--- src/hdl/timer_defs.vh ---
// Purpose: Constants for the four channel capture/compare timer
// Assumes: Single clock, no software register bus
// Notes:   Included by the timer design files
`ifndef TIMER_DEFS_VH
`define TIMER_DEFS_VH

// ----------------------------------------
// Widths
// ----------------------------------------
`define CNT_W        16
`define PRE_STAGES   7
`define PRE_SEL_W    3
`define NUM_CH       4
`define ACC_CH       3

// ----------------------------------------
// Reset and wrap values
// ----------------------------------------
`define CNT_RST      16'h0000
`define CNT_MAX      16'hFFFF

// ----------------------------------------
// Capture edge select codes
// ----------------------------------------
`define EDGE_NONE    2'h0
`define EDGE_RISE    2'h1
`define EDGE_FALL    2'h2
`define EDGE_BOTH    2'h3

// ----------------------------------------
// Compare output action codes
// ----------------------------------------
`define ACT_NONE     2'h0
`define ACT_TOGGLE   2'h1
`define ACT_CLEAR    2'h2
`define ACT_SET      2'h3

`endif

--- src/hdl/general_timer_module.v ---
// Purpose: Four channel capture/compare timer with pulse accumulator
// Assumes: clk 250 MHz, rst asynchronous active high, no register bus
// Notes:   Configuration arrives as plain ports; pins are synchronised here
//
// Functional notes
// - 16-bit up counter, seven-stage prescaler
// - Four channels, each capture or compare
// - Channel 3 may feed pulse accumulator
// - Counter overflow is signalled
// - Capture latches counter on chosen edge
// - Compare match drives output or flags
// - Capture and compare channels run concurrently
// - 16-bit accumulator: events or gated time
`timescale 1ns/1ns
`include "timer_defs.vh"

module general_timer_module #(
    parameter W     = `CNT_W,
    parameter NCH   = `NUM_CH,
    parameter PRE_W = `PRE_STAGES
) (
    // Clock and reset
    input  wire                 clk,
    input  wire                 rst,
    // Global control
    input  wire                 timer_enable,
    input  wire [`PRE_SEL_W-1:0] prescale_sel,
    input  wire                 overflow_clear,
    input  wire                 overflow_irq_enable,
    // Channel control, one field per channel
    input  wire [NCH-1:0]       capture_mode,
    input  wire [2*NCH-1:0]     edge_sel,
    input  wire [2*NCH-1:0]     action,
    input  wire [W*NCH-1:0]     compare_value,
    input  wire [NCH-1:0]       flag_clear,
    // Pulse accumulator control
    input  wire                 acc_enable,
    input  wire                 acc_gated,
    input  wire                 acc_edge_fall,
    input  wire                 acc_clear,
    // Pins
    input  wire [NCH-1:0]       timer_pin_in,
    output reg  [NCH-1:0]       timer_pin_out,
    output reg  [NCH-1:0]       timer_pin_oe,
    // Status
    output reg  [W-1:0]         count,
    output reg  [W*NCH-1:0]     capture_value,
    output reg  [NCH-1:0]       channel_flag,
    output reg                  overflow_flag,
    output reg                  overflow_irq,
    output reg  [W-1:0]         acc_count
);

// ----------------------------------------
// Pin synchronisers
// ----------------------------------------
reg [NCH-1:0] pin_meta;
reg [NCH-1:0] pin_sync;

always @(posedge clk or posedge rst) begin
    if (rst) begin
        pin_meta <= {NCH{1'b0}};
        pin_sync <= {NCH{1'b0}};
    end else begin
        pin_meta <= timer_pin_in;
        pin_sync <= pin_meta;
    end
end

// ----------------------------------------
// Prescaler
// ----------------------------------------
reg  [PRE_W-1:0] pre_cnt;
reg              pre_tick;
wire [PRE_W:0]   pre_mask = ({{PRE_W{1'b0}}, 1'b1} << prescale_sel) - 1'b1;
wire [PRE_W-1:0] pre_lim  = pre_mask[PRE_W-1:0];

always @(posedge clk or posedge rst) begin
    if (rst) begin
        pre_cnt  <= {PRE_W{1'b0}};
        pre_tick <= 1'b0;
    end else if (!timer_enable) begin
        pre_cnt  <= {PRE_W{1'b0}};
        pre_tick <= 1'b0;
    end else if (pre_cnt >= pre_lim) begin
        pre_cnt  <= {PRE_W{1'b0}};
        pre_tick <= 1'b1;
    end else begin
        pre_cnt  <= pre_cnt + 1'b1;
        pre_tick <= 1'b0;
    end
end

// ----------------------------------------
// Main counter and overflow
// ----------------------------------------
wire wrap = pre_tick & (count == `CNT_MAX);

always @(posedge clk or posedge rst) begin
    if (rst) begin
        count         <= `CNT_RST;
        overflow_flag <= 1'b0;
        overflow_irq  <= 1'b0;
    end else begin
        if (pre_tick) begin
            count <= count + 1'b1;
        end
        if (wrap) begin
            overflow_flag <= 1'b1;
        end else if (overflow_clear) begin
            overflow_flag <= 1'b0;
        end
        overflow_irq <= (overflow_flag | wrap) & overflow_irq_enable;
    end
end

// ----------------------------------------
// Channels
// ----------------------------------------
wire [W*NCH-1:0] ch_cap;
wire [NCH-1:0]   ch_flag;
wire [NCH-1:0]   ch_wave;
wire [NCH-1:0]   ch_in_use;

genvar g;
generate
    for (g = 0; g < NCH; g = g + 1) begin : g_ch
        // Channel 3 leaves capture/compare when accumulating
        assign ch_in_use[g] = ~(acc_enable && (g == `ACC_CH));

        timer_channel #(
            .W(W)
        ) u_ch (
            .clk           (clk),
            .rst           (rst),
            .capture_mode  (capture_mode[g]),
            .edge_sel      (ch_in_use[g] ? edge_sel[2*g+1:2*g] : `EDGE_NONE),
            .action        (ch_in_use[g] ? action[2*g+1:2*g] : `ACT_NONE),
            .compare_value (compare_value[W*g+W-1:W*g]),
            .flag_clear    (flag_clear[g]),
            .count         (count),
            .count_tick    (pre_tick & ch_in_use[g]),
            .pin_sync      (pin_sync[g]),
            .capture_value (ch_cap[W*g+W-1:W*g]),
            .flag          (ch_flag[g]),
            .wave_out      (ch_wave[g])
        );
    end
endgenerate

// ----------------------------------------
// Registered pin and status outputs
// ----------------------------------------
always @(posedge clk or posedge rst) begin
    if (rst) begin
        timer_pin_out <= {NCH{1'b0}};
        timer_pin_oe  <= {NCH{1'b0}};
        capture_value <= {W*NCH{1'b0}};
        channel_flag  <= {NCH{1'b0}};
    end else begin
        timer_pin_out <= ch_wave;
        timer_pin_oe  <= ~capture_mode & ch_in_use;
        capture_value <= ch_cap;
        channel_flag  <= ch_flag;
    end
end

// ----------------------------------------
// Pulse accumulator
// ----------------------------------------
reg  acc_prev;
wire acc_pin  = pin_sync[`ACC_CH];
wire acc_edge = acc_edge_fall ? (acc_prev & ~acc_pin) : (~acc_prev & acc_pin);
wire acc_gate = acc_edge_fall ? ~acc_pin : acc_pin;
wire acc_inc  = acc_gated ? (acc_gate & pre_tick) : acc_edge;

always @(posedge clk or posedge rst) begin
    if (rst) begin
        acc_prev  <= 1'b0;
        acc_count <= `CNT_RST;
    end else begin
        acc_prev <= acc_pin;
        if (acc_clear) begin
            acc_count <= `CNT_RST;
        end else if (acc_enable && acc_inc) begin
            acc_count <= acc_count + 1'b1;
        end
    end
end

endmodule // general_timer_module

--- src/hdl/timer_channel.v ---
// Purpose: One capture/compare channel of the timer
// Assumes: Pin input already synchronised by the parent
// Notes:   Flags are sticky; a set in the clear cycle wins
`timescale 1ns/1ns
`include "timer_defs.vh"

module timer_channel #(
    parameter W = 16
) (
    // Clock and reset
    input  wire         clk,
    input  wire         rst,
    // Configuration
    input  wire         capture_mode,
    input  wire [1:0]   edge_sel,
    input  wire [1:0]   action,
    input  wire [W-1:0] compare_value,
    input  wire         flag_clear,
    // Counter and pin
    input  wire [W-1:0] count,
    input  wire         count_tick,
    input  wire         pin_sync,
    // Results
    output reg  [W-1:0] capture_value,
    output reg          flag,
    output reg          wave_out
);

reg  pin_prev;
wire rise = pin_sync & ~pin_prev;
wire fall = ~pin_sync & pin_prev;
wire edge_hit = (edge_sel[0] & rise) | (edge_sel[1] & fall);
wire match = ~capture_mode & count_tick & (count == compare_value);
wire event_hit = capture_mode ? edge_hit : match;

always @(posedge clk or posedge rst) begin
    if (rst) begin
        pin_prev      <= 1'b0;
        capture_value <= {W{1'b0}};
        flag          <= 1'b0;
        wave_out      <= 1'b0;
    end else begin
        pin_prev <= pin_sync;
        if (capture_mode && edge_hit) begin
            capture_value <= count;
        end
        if (event_hit) begin
            flag <= 1'b1;
        end else if (flag_clear) begin
            flag <= 1'b0;
        end
        if (match) begin
            case (action)
                `ACT_TOGGLE: wave_out <= ~wave_out;
                `ACT_CLEAR:  wave_out <= 1'b0;
                `ACT_SET:    wave_out <= 1'b1;
                default:     wave_out <= wave_out;
            endcase
        end
    end
end

endmodule // timer_channel

--- config.mk ---
export PLATFORM = sky130hd
export DESIGN_NAME = general_timer_module
export DESIGN_NICKNAME = d
export VERILOG_FILES = /design/src/hdl/general_timer_module.v /design/src/hdl/timer_channel.v
export VERILOG_INCLUDE_DIRS = /design/src /design/src/hdl
export SDC_FILE = /design/constraint.sdc
export NUM_CORES = 1
export LEC_CHECK = 0
export BUFFER_PORTS_ARGS = -buffer_cell sky130_fd_sc_hd__buf_4
export CORE_UTILIZATION = 28
export CTS_CLUSTER_DIAMETER = 40
export DETAILED_ROUTE_END_ITERATION = 10
export GPL_ROUTABILITY_DRIVEN = 0
export GPL_TIMING_DRIVEN = 1
export HOLD_SLACK_MARGIN = 0.08
export SYNTH_ARGS = -nofsm -noshare
export SYNTH_HDL_FRONTEND = slang
export SYNTH_SLANG_ARGS = --single-unit
--- constraint.sdc ---
create_clock -name clk -period 11.8 [get_ports clk]
set_clock_uncertainty 0.05 [all_clocks]
set_input_delay 1.18 -clock clk [delete_from_list [all_inputs] [get_ports clk]]
set_output_delay 1.18 -clock clk [all_outputs]
set_load 0.1 [all_outputs]
==> results of run 1 <==
==> flip-flops by register name, summed over array words and instances, names as in the netlist, 7 cells and up <==
register / cells
capture_value: 64
g_ch.u_ch.capture_value: 64
acc_count: 16
count: 16
pre_cnt: 7
==> cells in the final DEF, fill, tap and decap left out, drive strengths merged, types with 3 or more instances in the layout <==
| cell | n |
|---|---|
| or3 | 5 |
| clkinv | 9 |
| buf | 220 |
| nand2 | 21 |
| nand3 | 15 |
| mux2 | 65 |
| xnor2 | 53 |
| o21ai | 17 |
| xor2 | 43 |
| nand3b | 6 |
| nand4 | 12 |
| ha | 10 |
| a41oi | 3 |
| o211ai | 7 |
| dfrtp | 202 |
| inv | 18 |
| nor4 | 4 |
| o2111ai | 5 |
| a21o | 3 |
| a21oi | 12 |
| nor2 | 31 |
| nor3 | 6 |
| clkinvlp | 5 |
| clkbuf | 44 |
| and3 | 14 |
| and4 | 4 |
| or2 | 3 |
==> synthesized netlist by cell type <==
master | count | share of area (%)
dfrtp_1 | 202 | 63
mux2_2 | 65 | 9.2
xnor2_1 | 53 | 5.8
xor2_1 | 43 | 4.7
nor2_1 | 31 | 1.5
nand2_1 | 21 | 0.99
o21ai_0 | 17 | 1.1
inv_1 | 15 | 0.71
nand3_1 | 15 | 0.94
nand4_1 | 12 | 0.94
a21oi_1 | 11 | 0.69
and3_1 | 11 | 0.86
buf_2 | 11 | 0.69
ha_1 | 10 | 1.6
clkbuf_1 | 9 | 0.42
o211ai_1 | 7 | 0.66
nand3b_1 | 6 | 0.57
nor3_1 | 6 | 0.38
or3_1 | 5 | 0.39
and4_1 | 4 | 0.44
nor4_1 | 4 | 0.31
o2111ai_1 | 4 | 0.44
a21o_1 | 3 | 0.28
a41oi_1 | 3 | 0.33
and3_2 | 3 | 0.28
buf_6 | 3 | 0.42
or2_2 | 3 | 0.24
and2_1 | 2 | 0.16
buf_1 | 2 | 0.094
nand2b_1 | 2 | 0.16
a21boi_0 | 1 | 0.094
a21oi_2 | 1 | 0.11
a22o_1 | 1 | 0.11
a41o_1 | 1 | 0.13
and3b_1 | 1 | 0.11
buf_4 | 1 | 0.094
clkbuf_4 | 1 | 0.094
mux2i_1 | 1 | 0.13
o2111ai_4 | 1 | 0.33
or3b_1 | 1 | 0.11
==> through the flow <==
stage / setup WS (ns) / cell area, um^2
floorplan: 5.059 / 7966
global placement: 8.715 / 9953
detailed placement: 8.691 / 9953
CTS: 8.709 / 11130
global route: 8.649 / 11130
finish: 8.757 / 11130
==> metal layers <==
metal,track usage (%),vias to the layer above,share of wire [%]
met5,0,-,0
met4,4.779,0,2.3
met3,3.123,36,5.9
met2,24.65,152,48
met1,19.25,2677,44
li1,-,2491,-
==> layout make-up <==
type	instances	area, um^2
fill	2656	16720
sequential	202	5055
multi-input combinational	349	2710
timing repair buffer	220	1652
clock buffer	44	980.9
tap	378	473.0
clock inverter	19	198.9
inverter	15	63.81
==> power groups by stage <==
stage                     Sequential [uW]  Clock (uW)  Combinational (uW)
after floorplan                       902           0                77.3
after global placement                773           0                 300
after detailed placement              774           0                 302
after CTS                             762        1010                 302
after global routing                  767        1050                 316
final                                 762         988                 299
==> worst max path at each step <==
| stage | cells after the start | endpoint | slack [ns] |
|---|---|---|---|
| CTS | 1 | count[9] | 8.71 |
| global route | 1 | count[9] | 8.65 |
| detailed placement | 6 | acc_count[9]$_DFFE_PP0P_ | 8.69 |
| floorplan | 1 | acc_count[0]$_DFFE_PP0P_ | 5.06 |
| finish | 1 | count[9] | 8.76 |
| global placement | 6 | acc_count[9]$_DFFE_PP0P_ | 8.72 |
==> cells by family after synthesis <==
family | after synthesis | share of synthesized area (%)
flops | 202 | 63.45
simple gates | 127 | 8.340
xor+xnor | 96 | 10.55
mux | 66 | 9.314
compound gates | 50 | 4.241
buf+inv | 42 | 2.529
fa+ha+maj | 10 | 1.571
==> results.md, run 1 <==
* Row cnt at 61
* Worst min path class: reg2reg
* CTS tree: yes
* Slew margin rel. at 35.50%
* Wirelength per Cell at 17.47 um
* Max-cap violations at 0
* Reg-to-Reg Start: count[3]$_DFFE_PP0P_
* DRT antenna net count at 0
* Setup slack, reg-to-reg at 9.21 ns
* Clock slew at reported path FFs at 0.05 ns
* Fin. max-slew vios at 0
* Endpoints failing setup at 0
* I/O pins at 214
* Reported net switching power at 592.2 uW
* DRT iter0 DRCs at 342
* Worst vdd ir at 83.74 uV
* Synthesized area at 7966 um^2
* Dpl hpwl at 14570 um
* Initial Util at 28.60%
* CP max stage cell: dfrtp_1
* Hold Path Stages at 0
* Mean Syn Cell Area at 13.43 um^2
* Share of layout cells above drive strength 1 at 41.70%
* Root Driver: clkbuf_16
* Congestion Overflow GR at 0
* GRT Total Usage at 14.84%
* Status: completed
* Drt pass-1 iters at 4
* Hold wc startpoint: pin_meta[2]$_DFF_PP0_
* Routed WL at 21440 um
* Clk sinks at 202
* Cell family with most CP delay: flip-flops
* Peak Freq at 0.3286 GHz
* Internal power at 1457 uW
* RR Endpoint: overflow_irq$_DFF_PP0_
* Hold bufs inserted after CTS at 0
* Crit-path max cell delay at 0.89 ns
* Crit path cell chain: buf_4
* Ant diodes at 0
* Syn_nets at 707
* Pwr per Cell Area at 184.0 nW/um^2
* Clk pwr share at 48.2%
* Total power at 2049 uW
* Setup crit end kind: output port
* Vias per inst at 4.365
* Hold EP: pin_sync[2]$_DFF_PP0_
* Seq/Total Area, Yosys at 63.45%
* Final core occ at 39.96%
* Worst R2R Path Depth at 5
* Hold slack at 0.2955 ns
* Synth unique cells at 40
* Max FO, Critical Path at 13
* Post-CTS sizing at 0
* Yosys Warn Count at 0
* Clk buf depth at 3
* Leakage at 0.005623 uW
* WS Path Type: reg2out
* DIE WIDTH at 170.7 um
* Final Cycle Share at 25.79%
* Setup total negative slack at 0 ns
* Largest net degree at the start of global routing at 137
* Htree depth at 2
* Total setup buffers inserted after CTS at 0
* Actual slew at the worst max-slew pin at 0.9675 ns
* First-pass GRT wire length at 32320 um
* Synth-to-Final Area Change at 39.75%
* Arrival @ worst endpoint at 1.81 ns
* Synth Instances at 593
* Placed cell count at 1164
* Switch share at 28.90%
* Nets@finish at 937
* Logic pwr share at 14.6%
* Initial antenna violation count at 1
* WP data required at 10.57 ns
* Die H at 170.7 um
* Vias at 5356
* Core area at 27860 um^2
* Fin cells at 1227
* Number of buffers created by CTS at 35
* Drt drc at 0
* Final hold vios at 0
* Type of origin of the critical path: flop
* Crit path launch: count[9]$_DFFE_PP0P_
* Post-layout minimum cycle time at 3.043 ns
* Register bit total from synthesis at 202
* Vias in the first global route at 5461
* Sequential Power Share at 37.2%
* IO Port Bufs at 213
* RSZ-0062 raised after global routing: no
* Buf/Inv on CP at 1
* Die ar. at 29130 um^2
* Worst skew pair latency at 0.50 ns
Note: power is estimated with default switching activity, not from simulation.
==> run 2, diff against run 1 <==
==> constraint.sdc (replaced) <==
create_clock -name clk -period 3.1 [get_ports clk]
set_clock_uncertainty 0.05 [all_clocks]
set_input_delay 0.31 -clock clk [delete_from_list [all_inputs] [get_ports clk]]
set_output_delay 0.31 -clock clk [all_outputs]
set_load 0.1 [all_outputs]
==> run 2 against run 1 <==
Die area stayed put; count of clock-buffer cells in the layout shrank 2; register-to-register slack lost 8.3 ns; cell count increased by 2.6%; sequential share of layout area down 1.5 points; first-iteration DRC count fell by 18%.
==> results.md, run 2 (synthesized netlist as in run 1, its figures left out) <==
* Wirelength per Cell at 17.29 um (-1.1%)
* Htree depth at 2 (unchanged)
* Die H at 170.7 um (unchanged)
* Peak Freq at 0.4481 GHz
* Routed WL at 21760 um (+1.5%)
* Final hold vios at 0 (unchanged)
* Synth-to-Final Area Change at 44.67%
* Dpl hpwl at 15220 um (+4.4%)
* Clock slew at reported path FFs at 0.05 ns (about the same)
* CP max stage cell: dfrtp_1
* GRT Total Usage at 15.08% (+0.24 points)
* Setup WS post-layout at 0.8685 ns (-7.888 ns)
* Logic pwr share at 14.8% (+0.2 points)
* DRT iter0 DRCs at 280 (-18%)
* Total setup buffers inserted after CTS at 0 (unchanged)
* Vias at 5499 (+2.7%)
* Pwr per Cell Area at 710.4 nW/um^2 (+290%)
* Critical path's most frequent cell: buf_4
* Post-layout minimum cycle time at 2.232 ns
* IO Port Bufs at 213 (unchanged)
* Clk pwr share at 50.3% (+2.1 points)
* Clk buf depth at 3 (unchanged)
* Fillcell total at 2625 (-1.2%)
* Hold wc startpoint: action[3]
* Row cnt at 61 (unchanged)
* Multi-input combinational cell area at 2710 um^2 (unchanged)
* Switch share at 28.72% (-0.19 points)
* Fin. max-slew vios at 0 (unchanged)
* Worst skew pair latency at 0.50 ns (about the same)
* Post-CTS sizing at 0 (unchanged)
* Setup slack, reg-to-reg at 0.90 ns (-8.31 ns)
* Number of buffers created by CTS at 36 (+2.9%)
* Die ar. at 29130 um^2 (unchanged)
* Max-cap violations at 0 (unchanged)
* Reg-to-Reg Start: pin_sync[3]$_DFF_PP0_
* Fin cells at 1259 (+2.6%)
* Largest net degree at the start of global routing at 61 (-55%)
* Placed cell count at 1173 (+0.77%)
* Cell family with most CP delay: flip-flops
* Status: completed
* Vias in the first global route at 5742 (+5.1%)
* Initial Util at 28.60% (unchanged)
* Endpoints failing setup at 0 (unchanged)
* Actual slew at the worst max-slew pin at 0.9728 ns (+0.005283 ns)
* Hold bufs inserted after CTS at 20 (+20)
* Nets@finish at 967 (+3.2%)
* Drt drc at 0 (unchanged)
* Register area at 5055 um^2 (unchanged)
* Crit-path max cell delay at 0.78 ns (-0.11 ns)
* Crit path cell chain: buf_4 -> buf_4
* I/O pins at 214 (unchanged)
* Root Driver: clkbuf_16
* Type of origin of the critical path: flop
* Setup crit end kind: output port
* Reported net switching power at 2351 uW (+300%)
* Setup total negative slack at 0 ns (unchanged)
* Internal power at 5836 uW (+300%)
* Share of layout cells above drive strength 1 at 41.77% (+0.075 points)
* Initial antenna violation count at 0 (-1)
* Ant diodes at 0 (unchanged)
* Max FO, Critical Path at 8 (-5)
* Top flop regs: capture_value x64, g_ch.u_ch.capture_value x64
* Buf/Inv on CP at 2 (+1)
* Sequential Power Share at 34.9% (-2.3 points)
* Hold EP: g_ch[1].u_ch.wave_out$_DFFE_PP0P_
* Worst R2R Path Depth at 5 (unchanged)
* Congestion Overflow GR at 0 (unchanged)
* Worst min path class: in2reg
* Core area at 27860 um^2 (unchanged)
* DRT antenna net count at 0 (unchanged)
* CTS tree: yes
* Clk sinks at 202 (unchanged)
* Drt pass-1 iters at 4 (unchanged)
* RR Endpoint: acc_count[9]$_DFFE_PP0P_
* Slew margin rel. at 34.99% (-0.51 points)
* Leakage at 0.005816 uW (+3.4%)
* Hold Path Stages at 4 (+4)
* Most frequent cells in the layout: 228 x buf_4, 202 x dfrtp_1, 65 x mux2_2
* WS Path Type: reg2out
* Place WS at 0.8829 ns (-7.808 ns)
* Worst vdd ir at 323.1 uV (+290%)
* DIE WIDTH at 170.7 um (unchanged)
* First-pass GRT wire length at 32600 um (+0.85%)
* Commonest non-fill, non-tap cell in the layout: buf_4
* Crit path depth at 2 (+1)
* Vias per inst at 4.368 (about the same)
* Final Cycle Share at 71.98%
* RSZ-0062 raised after global routing: no
* Arrival @ worst endpoint at 1.87 ns (+0.06 ns)
* WP data required at 2.74 ns (-7.83 ns)
[run 2: per-stage QoR]
stage	instance area (um^2)	power (uW)	util (%)	hold WS, ns
5_1_grt	11520	8492	41.37	0.1380
4_1_cts	11520	8299	41.37	0.09262
3_5_place_dp	10030	4103	36.00	0.2847
3_3_place_gp	10030	4094	36.00	0.2824
6_report	11520	8187	41.37	0.1174
2_1_floorplan	7970	3727	-	0.2812
[run 2: worst reg2reg max path, stage by stage (launching register included)]
cell and delay (ns):
dfrtp_1 0.41, or3b_1 0.38, a21oi_2 0.47, o21ai_0 0.30, or3_1 0.40, a21oi_1 0.14
[run 2: layout make-up]
class | count | area share [%]
clock buffer | 42 | 8.642
clock inverter | 24 | 2.595
inverter | 15 | 0.5211
multi-input combinational | 349 | 23.52
sequential | 202 | 43.86
tap | 378 | 4.104
timing repair buffer | 249 | 16.76
[run 2: worst max path at each step]
stage | to | start | slack [ns]
after global placement | acc_count[9]$_DFFE_PP0P_ | acc_edge_fall | 0.89
final | count[13] | count[13]$_DFFE_PP0P_ | 0.87
after floorplan | acc_count[0]$_DFFE_PP0P_ | rst | 0.12
after CTS | count[13] | count[13]$_DFFE_PP0P_ | 0.83
after global routing | overflow_irq$_DFF_PP0_ | count[4]$_DFFE_PP0P_ | 0.64
after detailed placement | acc_count[9]$_DFFE_PP0P_ | acc_edge_fall | 0.88
[run 2: per-layer routing]
layer / track usage [%] / wire, um
met5: 0 / 0
met4: 5.405 / 532
met3: 3.909 / 1278
met2: 25.32 / 10690
met1: 18.65 / 9266
[run 2: power by group through the flow]
| stage | Clock, uW | Sequential [uW] | Combinational [uW] |
|---|---|---|---|
| finish | 4120 | 2860 | 1210 |
| detailed placement | 0 | 2900 | 1200 |
| global placement | 0 | 2900 | 1190 |
| CTS | 4220 | 2860 | 1220 |
| global route | 4340 | 2880 | 1280 |
| floorplan | 0 | 3430 | 295 |
